===== config.mk =====
export PLATFORM = sky130hd
export DESIGN_NAME = spir_top
export DESIGN_NICKNAME = d
export VERILOG_FILES = /design/src/rtl/spir_pkg.sv /design/src/rtl/spir_top.sv
export VERILOG_INCLUDE_DIRS = /design/src /design/src/rtl
export SDC_FILE = /design/constraint.sdc
export NUM_CORES = 1
export LEC_CHECK = 0
export BUFFER_PORTS_ARGS = -buffer_cell sky130_fd_sc_hd__buf_2
export CELL_PAD_IN_SITES_DETAIL_PLACEMENT = 1
export CELL_PAD_IN_SITES_GLOBAL_PLACEMENT = 1
export CORE_MARGIN = 1
export CORE_UTILIZATION = 41
export CTS_BUF_LIST = sky130_fd_sc_hd__clkbuf_16
export DETAILED_ROUTE_END_ITERATION = 6
export PLACE_DENSITY_LB_ADDON = 0.1
export SLEW_MARGIN = 20
export SYNTH_ARGS = -nofsm -noshare
export SYNTH_HDL_FRONTEND = slang
export SYNTH_SLANG_ARGS = --single-unit
export TNS_END_PERCENT = 100

===== constraint.sdc =====
create_clock -name CLK -period 2.34 [get_ports CLK]
set_clock_uncertainty 0.05 [all_clocks]
set_input_delay 0.234 -clock CLK [delete_from_list [all_inputs] [get_ports CLK]]
set_output_delay 0.234 -clock CLK [all_outputs]
set_load 0.01 [all_outputs]

===== src/rtl/spir_cfg.svh =====
// register offsets, field positions, reset values and timing constants for the serial pin and infrared block
`ifndef SPIR_CFG_SVH
`define SPIR_CFG_SVH
// ==================================================
// register word indices; the byte address is four times the index
`define SPIR_IDX_DIR        4'h9
`define SPIR_IDX_PORT       4'hA
`define SPIR_IDX_PUDZ       4'hB
`define SPIR_IDX_IRDIV      4'hC
`define SPIR_IDX_IRCTL      4'hE
`define SPIR_IDX_TEST       4'hF
// ==================================================
// infrared control fields
`define SPIR_IRC_EN         0
`define SPIR_IRC_SCLK       1
`define SPIR_IRC_RX_INV     2
`define SPIR_IRC_TX_INV     3
`define SPIR_IRC_VOTE_LO    4
`define SPIR_IRC_PW_LO      6
`define SPIR_IRC_RST        8'h90
// pullup and doze fields
`define SPIR_PD_DOZE        7
`define SPIR_PD_PULL        6
// ==================================================
// port pin bits
`define SPIR_PIN_TX         1
`define SPIR_PIN_RX         0
// last sample tick phase of a baud bit, which spans 16 ticks
`define SPIR_TICKS_PER_BIT  4'hF
`endif


===== src/rtl/spir_pkg.sv =====
// types for the serial pin and infrared block
package spir_pkg;
  typedef logic [7:0] spir_byte_t;
  typedef logic [1:0] spir_pin2_t;
  typedef enum logic [2:0] {
    SPIR_IDLE = 3'b001,
    SPIR_TXP  = 3'b010,
    SPIR_RXP  = 3'b100
  } spir_dir_e;
endpackage


===== src/rtl/spir_top.sv =====
// serial port pin control and infrared pulse codec with an APB slave
`timescale 1ns/1ps
`default_nettype none
`include "spir_cfg.svh"
module spir_top (
  input  wire logic              CLK,
  input  wire logic              RST_N,
  input  wire logic              PSEL,
  input  wire logic              PENABLE,
  input  wire logic              PWRITE,
  input  wire logic [7:0]        PADDR,
  input  wire logic [31:0]       PWDATA,
  output logic [31:0]            PRDATA,
  output logic                   PREADY,
  output logic                   PSLVERR,
  input  wire logic              DOZE,
  input  wire logic              BAUD_X16_TICK,
  input  wire logic              SERIAL_TXD,
  output logic                   SERIAL_RXD,
  input  wire logic              SERIAL_TX_ACTIVE,
  input  wire logic              SERIAL_RX_ACTIVE,
  output logic                   SERIAL_ENABLE,
  output logic                   PULLUP_ON,
  input  wire logic              TXD_PIN_IN,
  output logic                   TXD_PIN_OUT,
  output logic                   TXD_PIN_OE_N,
  input  wire logic              RXD_PIN_IN,
  output logic                   RXD_PIN_OUT,
  output logic                   RXD_PIN_OE_N
);
  import spir_pkg::*;

  // ==================================================
  // registers
  spir_byte_t dir_r;
  spir_byte_t port_r;
  spir_byte_t pudz_r;
  spir_byte_t irdiv_r;
  spir_byte_t irctl_r;
  spir_byte_t test_r;
  logic       ir_enable;
  logic       ir_sample_clock_select;
  logic       ir_rx_invert;
  logic       ir_tx_invert;
  logic [1:0] ir_rx_vote_count;
  logic [1:0] ir_tx_pulse_width;
  logic       stop_in_doze;
  logic       active;

  assign ir_enable              = irctl_r[`SPIR_IRC_EN];
  assign ir_sample_clock_select = irctl_r[`SPIR_IRC_SCLK];
  assign ir_rx_invert           = irctl_r[`SPIR_IRC_RX_INV];
  assign ir_tx_invert           = irctl_r[`SPIR_IRC_TX_INV];
  assign ir_rx_vote_count       = irctl_r[`SPIR_IRC_VOTE_LO +: 2];
  assign ir_tx_pulse_width      = irctl_r[`SPIR_IRC_PW_LO +: 2];
  assign stop_in_doze           = pudz_r[`SPIR_PD_DOZE];
  // doze gating of the serial enable and the infrared codec
  assign active                 = !(stop_in_doze && DOZE);
  assign SERIAL_ENABLE          = active;
  // pullups are fixed on; the stored bit is only readable
  assign PULLUP_ON              = 1'b1;

  // ==================================================
  // apb slave, zero wait states
  logic [3:0] idx;
  logic       wr_en;
  logic       hit;
  assign idx     = PADDR[5:2];
  assign hit     = (PADDR[7:6] == 2'b00) && (PADDR[1:0] == 2'b00) &&
                   (idx == `SPIR_IDX_DIR || idx == `SPIR_IDX_PORT || idx == `SPIR_IDX_PUDZ ||
                    idx == `SPIR_IDX_IRDIV || idx == `SPIR_IDX_IRCTL || idx == `SPIR_IDX_TEST);
  assign wr_en   = PSEL && PENABLE && PWRITE && hit;
  assign PREADY  = 1'b1;
  assign PSLVERR = PSEL && PENABLE && !hit;

  // register writes
  always_ff @(posedge CLK) begin
    if (!RST_N) begin
      dir_r   <= 8'h00;
      port_r  <= 8'h00;
      pudz_r  <= 8'h00;
      irdiv_r <= 8'h00;
      irctl_r <= `SPIR_IRC_RST;
      test_r  <= 8'h00;
    end else if (wr_en) begin
      unique case (idx)
        `SPIR_IDX_DIR:   dir_r   <= PWDATA[7:0];
        `SPIR_IDX_PORT:  port_r  <= PWDATA[7:0];
        `SPIR_IDX_PUDZ:  pudz_r  <= PWDATA[7:0];
        `SPIR_IDX_IRDIV: irdiv_r <= PWDATA[7:0];
        `SPIR_IDX_IRCTL: irctl_r <= PWDATA[7:0];
        default:         test_r  <= PWDATA[7:0];
      endcase
    end
  end

  // pin synchronisers; first stage feeds only the second
  logic [1:0] pin_s1_r;
  logic [1:0] pin_s2_r;
  always_ff @(posedge CLK) begin
    if (!RST_N) begin
      pin_s1_r <= 2'b11;
      pin_s2_r <= 2'b11;
    end else begin
      pin_s1_r <= {TXD_PIN_IN, RXD_PIN_IN};
      pin_s2_r <= pin_s1_r;
    end
  end

  // port bit read view: pin level when input, latch when output
  spir_pin2_t port_view;
  genvar g;
  generate
    for (g = 0; g < 2; g++) begin : g_view
      assign port_view[g] = dir_r[g] ? port_r[g] : pin_s2_r[g];
    end
  endgenerate

  // read mux, data from flip-flops
  always_ff @(posedge CLK) begin
    if (!RST_N) begin
      PRDATA <= 32'h0000_0000;
    end else if (PSEL && !PENABLE && !PWRITE) begin
      PRDATA <= 32'h0000_0000;
      // refused addresses read zero; the word index alone would alias unaligned offsets
      if (hit) begin
        unique case (idx)
          `SPIR_IDX_DIR:   PRDATA[7:0] <= dir_r;
          `SPIR_IDX_PORT:  PRDATA[7:0] <= {port_r[7:2], port_view};
          `SPIR_IDX_PUDZ:  PRDATA[7:0] <= pudz_r;
          `SPIR_IDX_IRDIV: PRDATA[7:0] <= irdiv_r;
          `SPIR_IDX_IRCTL: PRDATA[7:0] <= irctl_r;
          `SPIR_IDX_TEST:  PRDATA[7:0] <= test_r;
          default:         PRDATA[7:0] <= 8'h00;
        endcase
      end
    end
  end

  // ==================================================
  // infrared sample tick: divided system clock or baud x16
  logic [7:0] div_cnt_r;
  logic       div_tick;
  logic       samp_tick;
  assign div_tick  = (irdiv_r != 8'h00) && (div_cnt_r == 8'h00);
  always_ff @(posedge CLK) begin
    if (!RST_N) begin
      div_cnt_r <= 8'h00;
    end else if (div_cnt_r == 8'h00) begin
      div_cnt_r <= (irdiv_r == 8'h00) ? 8'h00 : irdiv_r - 8'h01;
    end else begin
      div_cnt_r <= div_cnt_r - 8'h01;
    end
  end
  assign samp_tick = ir_sample_clock_select ? div_tick : BAUD_X16_TICK;

  // ==================================================
  // half-duplex direction state
  spir_dir_e dir_st_r;
  logic      tx_zero;
  assign tx_zero = ir_enable && active && !SERIAL_TXD;
  always_ff @(posedge CLK) begin
    if (!RST_N || !ir_enable || !active) begin
      dir_st_r <= SPIR_IDLE;
    end else begin
      unique case (dir_st_r)
        SPIR_IDLE: dir_st_r <= SERIAL_TX_ACTIVE ? SPIR_TXP :
                               (SERIAL_RX_ACTIVE ? SPIR_RXP : SPIR_IDLE);
        SPIR_TXP:  dir_st_r <= SERIAL_TX_ACTIVE ? SPIR_TXP : SPIR_IDLE;
        SPIR_RXP:  dir_st_r <= SERIAL_TX_ACTIVE ? SPIR_TXP :
                               (SERIAL_RX_ACTIVE ? SPIR_RXP : SPIR_IDLE);
        default:   dir_st_r <= SPIR_IDLE;
      endcase
    end
  end

  // encoder: pulse of width code+1 baud ticks (3 for code 3) at start of each zero bit
  logic [3:0] tx_ph_r;
  logic       tx_prev_r;
  logic       tx_pulse_r;
  logic [1:0] pw_eff;
  assign pw_eff = (ir_tx_pulse_width == 2'b11) ? 2'b10 : ir_tx_pulse_width; // reserved -> widest
  always_ff @(posedge CLK) begin
    if (!RST_N || !tx_zero) begin
      tx_ph_r    <= 4'h0;
      tx_pulse_r <= 1'b0;
    end else if (!tx_prev_r || (BAUD_X16_TICK && tx_ph_r == `SPIR_TICKS_PER_BIT)) begin
      tx_ph_r    <= 4'h0;
      tx_pulse_r <= 1'b1;
    end else if (BAUD_X16_TICK) begin
      tx_ph_r    <= tx_ph_r + 4'h1;
      tx_pulse_r <= (tx_ph_r < {2'b00, pw_eff});
    end
  end
  always_ff @(posedge CLK) begin
    if (!RST_N) begin
      tx_prev_r <= 1'b0;
    end else begin
      tx_prev_r <= tx_zero;
    end
  end
  // ticks seen while a pulse stands, for the width check below
  logic [2:0] pulse_ticks_r;
  always_ff @(posedge CLK) begin
    if (!RST_N || !tx_pulse_r) begin
      pulse_ticks_r <= 3'h0;
    end else if (BAUD_X16_TICK) begin
      pulse_ticks_r <= pulse_ticks_r + 3'h1;
    end
  end

  // decoder vote: consecutive samples at active level
  logic       rx_act_lvl;
  logic [2:0] vote_r;
  logic       rx_bit_r;
  logic       rx_allowed;
  assign rx_act_lvl = ir_rx_invert ? pin_s2_r[`SPIR_PIN_RX] : !pin_s2_r[`SPIR_PIN_RX];
  assign rx_allowed = ir_enable && active && (dir_st_r != SPIR_TXP);
  always_ff @(posedge CLK) begin
    if (!RST_N || !rx_allowed) begin
      vote_r   <= 3'h0;
      rx_bit_r <= 1'b1;
    end else if (samp_tick) begin
      if (!rx_act_lvl) begin
        vote_r   <= 3'h0;
        rx_bit_r <= 1'b1;
      end else if (vote_r >= {1'b0, ir_rx_vote_count}) begin
        rx_bit_r <= 1'b0;
      end else begin
        vote_r   <= vote_r + 3'h1;
      end
    end
  end

  // ==================================================
  // pin muxing: ir codec, serial, or general-purpose port
  always_comb begin
    if (ir_enable) begin
      TXD_PIN_OUT  = tx_pulse_r ^ ir_tx_invert;
      TXD_PIN_OE_N = 1'b0;
      RXD_PIN_OUT  = 1'b0;
      RXD_PIN_OE_N = 1'b1;
      SERIAL_RXD   = rx_bit_r;
    end else begin
      TXD_PIN_OUT  = SERIAL_TX_ACTIVE ? SERIAL_TXD : port_r[`SPIR_PIN_TX];
      TXD_PIN_OE_N = !(SERIAL_TX_ACTIVE || dir_r[`SPIR_PIN_TX]);
      RXD_PIN_OUT  = port_r[`SPIR_PIN_RX];
      // receive pin serving the serial input is never driven
      RXD_PIN_OE_N = SERIAL_RX_ACTIVE || !dir_r[`SPIR_PIN_RX];
      SERIAL_RXD   = pin_s2_r[`SPIR_PIN_RX];
    end
  end

  // ==================================================
  // checks
  property p_port_read;
    @(posedge CLK) disable iff (!RST_N)
      (PSEL && !PENABLE && !PWRITE && idx == `SPIR_IDX_PORT) |=> (PRDATA[7:2] == $past(port_r[7:2]));
  endproperty
  a_port_read: assert property (p_port_read) else $error("port read reserved mismatch");

  property p_rx_no_drive;
    @(posedge CLK) disable iff (!RST_N)
      (!ir_enable && SERIAL_RX_ACTIVE) |-> RXD_PIN_OE_N;
  endproperty
  a_rx_no_drive: assert property (p_rx_no_drive) else $error("serial input pin driven");

  property p_in_no_drive;
    @(posedge CLK) disable iff (!RST_N)
      (!ir_enable && !dir_r[`SPIR_PIN_RX]) |-> RXD_PIN_OE_N;
  endproperty
  a_in_no_drive: assert property (p_in_no_drive) else $error("input pin driven");

  property p_doze;
    @(posedge CLK) disable iff (!RST_N)
      (stop_in_doze && DOZE) |-> !SERIAL_ENABLE;
  endproperty
  a_doze: assert property (p_doze) else $error("interface active in doze");

  property p_ir_rx_idle;
    @(posedge CLK) disable iff (!RST_N)
      (ir_enable && dir_st_r == SPIR_TXP) |=> SERIAL_RXD;
  endproperty
  a_ir_rx_idle: assert property (p_ir_rx_idle) else $error("receive during transmit");

  property p_ir_one;
    @(posedge CLK) disable iff (!RST_N)
      (ir_enable && samp_tick && !rx_act_lvl) |=> SERIAL_RXD;
  endproperty
  a_ir_one: assert property (p_ir_one) else $error("one not reported on idle line");

  property p_tx_idle_lvl;
    @(posedge CLK) disable iff (!RST_N)
      (ir_enable && !tx_pulse_r) |-> (TXD_PIN_OUT == ir_tx_invert);
  endproperty
  a_tx_idle_lvl: assert property (p_tx_idle_lvl) else $error("tx idle level wrong");

  property p_irctl_reset;
    @(posedge CLK) !RST_N |=> (irctl_r == `SPIR_IRC_RST);
  endproperty
  a_irctl_reset: assert property (p_irctl_reset) else $error("ir control reset value");

  property p_pullup;
    @(posedge CLK) disable iff (!RST_N) PULLUP_ON;
  endproperty
  a_pullup: assert property (p_pullup) else $error("pullup dropped");

  property p_pulse_ticks;
    @(posedge CLK) disable iff (!RST_N)
      tx_pulse_r |-> (pulse_ticks_r <= {1'b0, pw_eff});
  endproperty
  a_pulse_ticks: assert property (p_pulse_ticks) else $error("tx pulse wider than its code");

  property p_tx_start;
    @(posedge CLK) disable iff (!RST_N)
      (tx_zero && !tx_prev_r) |=> (!ir_enable || TXD_PIN_OUT != ir_tx_invert);
  endproperty
  a_tx_start: assert property (p_tx_start) else $error("no pulse at start of zero");

  property p_vote_floor;
    @(posedge CLK) disable iff (!RST_N)
      (rx_allowed && !rx_bit_r) |-> (vote_r >= {1'b0, ir_rx_vote_count});
  endproperty
  a_vote_floor: assert property (p_vote_floor) else $error("zero before all votes");

  property p_div_reload;
    @(posedge CLK) disable iff (!RST_N)
      div_tick |=> (div_cnt_r == $past(irdiv_r) - 8'h01);
  endproperty
  a_div_reload: assert property (p_div_reload) else $error("divider period wrong");

  property p_ir_pins;
    @(posedge CLK) disable iff (!RST_N)
      ir_enable |-> (!TXD_PIN_OE_N && RXD_PIN_OE_N);
  endproperty
  a_ir_pins: assert property (p_ir_pins) else $error("codec does not own pins");
endmodule
`default_nettype wire


==> impl_results.md <==
- Num rows: 36
- TritonRoute pass-1 iters: 4
- Final ANT Viol Nets: 0
- Required @ worst endpoint: roughly 2.5 ns
- Critical Path End Type: flip-flop
- Leak: between 2 and 2.5 nW
- H-tree Lvls: 3
- Drt total wl: approximately 11,000 µm
- Core Region: 0.009910 mm²
- Post-route DRC: 0
- Post-Syn Area: around 0.0042 mm²
- Worst-Skew Late Latency: 0.34 ns
- Pin count of the biggest net entering global routing: 51
- Post-Layout Cell Count: ~660
- Clock transition at the registers of the reported paths: 0.06 ns
- Worst setup endpoint: vote_r[2]$_SDFFE_PP0P_
- Area after DPL: around 0.0046 mm²
- CP max FO: 7
- Fin nets: 580
- Reg area: 0.001622 mm²
- Layout filler cell count: 1,188
- Worst-Margin Slew: approximately 0.56 ns
- Post-DP HPWL: just over 8000 µm
- Setup TNS: 0 ns
- Placed cell count: ~640
- PortBufs: 42
- CTS tree: done
- Reg2reg start: irdiv_r[2]$_SDFFE_PN0P_
- VDD IR max: between 0.3 and 0.4 mV
- Die area: roughly 0.011 mm²
- Post-synth top area share: around two fifths
- Die width: roughly 100 µm
- Wire per inst: approximately 17 µm
- Critical path type: flip-flop to flip-flop
- Commonest non-fill, non-tap cells in the layout: dfxtp_1, mux2i_1, nor2_1
- Congestion Overflow GR: 0
- Mean Syn Cell Area: around 9 µm²
- Synth warnings: 0
- Hold-fix buffers, CTS: 0
- Number of distinct library cells after synthesis: 57
- PD cells: 737.3 mW/mm²
- Post-CTS Setup Repair Bufs: 0
- Number of antenna violations at the first check in global routing: 0
- First-pass GRT wire length: roughly 18,000 µm
- Num ports: between 90 and 100
- Status: completed
- Clk root buf: clkbuf_16
- Multi-input combinational cell area: ~0.0024 mm²
- Vias in the first global route: approximately 3,500
- Max-cap violations: 0
- Reg-to-reg endpoint: vote_r[2]$_SDFFE_PP0P_
- RSZ-0062 raised after global routing: false
- Worst Reg2Reg Path Length in Cells: 4
- Synth Flop Type: dfxtp_1
- Setup slack after layout: around 0.31 ns
- Synth area leader: dfxtp_1
- Critical Path Start Type: flip-flop
- Slew margin rel.: 62.76%
- Gpl congestion: roughly 0.8
- # resized after CTS: 0
- Clk buf depth: 2
- Layout cells sized above 1: between 10% and 20%
- Initial core utilization: a little over two fifths
- Final setup viols: 0
- Register-to-register path setup slack: 0.31 ns
- Inserted Clock Buffers: 9
- Layout Area Growth over Synthesis: 14.28%
- Via density: roughly 5.3
- Seq cells post-synth: 81
- Hold WC Path Type: primary input to flip-flop
- Clock period minus worst slack: approximately 2 ns
- Pre-CTS setup slack: between 0.2 and 0.3 ns
- Die height: between 100 and 150 µm
- Antenna diode instance count: 0
- Final period utilization: around 87%
- Top cells by area, synth: dfxtp_1, mux2i_1, nor2_1
- CP startpoint: irdiv_r[2]$_SDFFE_PN0P_
- Fmax: between 0.4 and 0.5 GHz
- Arrival time of the worst setup path: 2.21 ns
- EDFF count, synth: 0
- Commonest non-fill, non-tap cell in the layout: dfxtp_1
- Share of async-settable or async-resettable flops after synthesis: 0%
- Design area: a little under 0.005 mm²
- 1st-iter DRT viols: between 100 and 150
- Post-Synthesis Cells: between 400 and 500
- Sequential cell area fraction in the yosys report: 38.16%
- Final Hold Fails: 0
- Clk sinks: around 80
- Total number of vias: 3,492
- Final-report max-slew violation count: 0
- Tot GR Track Use: between 20% and 30%
## metal layers
metal	track usage (%)	routed length (µm)	vias to the layer above
met5	0	0	-
met4	8.878	200	0
met3	3.021	316	13
met2	36.52	5530	49
met1	26.85	4986	1712
li1	-	-	1718
## how the worst min path moves through the flow
stage / to / slack (ns) / depth (start not counted) / startpoint
after floorplan: pin_s1_r[0]$_SDFF_PN1_ / 0.29 / 1 / RXD_PIN_IN
final: pin_s1_r[0]$_SDFF_PN1_ / 0.02 / 2 / RXD_PIN_IN
after global routing: pin_s1_r[0]$_SDFF_PN1_ / 0.02 / 2 / RXD_PIN_IN
after detailed placement: pin_s2_r[1]$_SDFF_PN1_ / 0.35 / 1 / pin_s1_r[1]$_SDFF_PN1_
after global placement: pin_s2_r[1]$_SDFF_PN1_ / 0.34 / 1 / pin_s1_r[1]$_SDFF_PN1_
after CTS: pin_s1_r[0]$_SDFF_PN1_ / 0.02 / 2 / RXD_PIN_IN
## kinds of logic (layout without fill, tap and decap cells)
kind of cell,Yosys count,after routing,share of synthesized area [%]
AO/OA/AOI/OAI,72,72,11.87
XOR/XNOR,13,13,2.680
adder cells (fa/ha/maj),9,9,2.650
buffers and inverters,67,93,8.451
flip-flops,81,81,38.16
multiplexers,65,65,15.31
other,2,26,0.1767
AND/OR/NAND/NOR,164,164,20.70
## sequential cells by signal, indices dropped and copies added (netlist names)
| name | flops |
|---|---|
| pin_s1_r | 2 |
| rx_bit_r | 1 |
| pudz_r | 8 |
| port_r | 8 |
| pin_s2_r | 2 |
| test_r | 8 |
| tx_pulse_r | 1 |
| PRDATA | 8 |
| dir_st_r | 3 |
| irdiv_r | 8 |
| tx_ph_r | 4 |
| dir_r | 8 |
| tx_prev_r | 1 |
| vote_r | 3 |
| irctl_r | 8 |
| div_cnt_r | 8 |
## report_power, final
part / internal (mW) / total, mW / switching [mW] / leakage (nW)
logic: 0.248 / 0.623 / 0.375 / 1.27
registers: 1.44 / 1.51 / 0.0635 / 0.655
clock network: 0.913 / 1.45 / 0.538 / 0.149
## cell usage after synthesis, drive strengths merged, types with 3 or more instances
library cell and instances:
nor4 7, xnor2 3, o31ai 3, o21a 4, o21ai 14, nand3b 7, a21oi 14, nor3 9
nand4 4, nor3b 4, or4 5, mux2i 65, nor2 64, buf 31, nand3 10, a211oi 4
ha 9, and3 3, inv 19, o22ai 6, nand2 27, dfxtp 81, xor2 10, o211ai 4
nand2b 10, and2 3, a211o 4, or3 3, clkbuf 17, o32ai 3
## cell type report
class                   count  share of cell area [%]
clock buffers               9                   4.638
clock inverters             6                   1.546
flip-flops and latches     81                   33.39
repair buffers             59                   6.957
multi-input cells         349                   48.57
well taps                 133                   3.427
inverters                  19                   1.469
## worst max-delay path: stages (launching register included)
cell	delay, ns
dfxtp_1	0.36
or4_1	0.64
o311ai_2	0.46
a211oi_1	0.14
o221a_2	0.26
## metrics by stage
stage               util (%)  power [mW]  hold WS (ns)
finish                 49.00       3.580       0.02244
global route           49.00       3.754       0.02055
CTS                    49.00       3.626       0.01514
detailed placement     45.97       2.163        0.3540
global placement       45.97       2.138        0.3409
floorplan                  -       2.003        0.2855
Power figures use the tool's default switching activity.
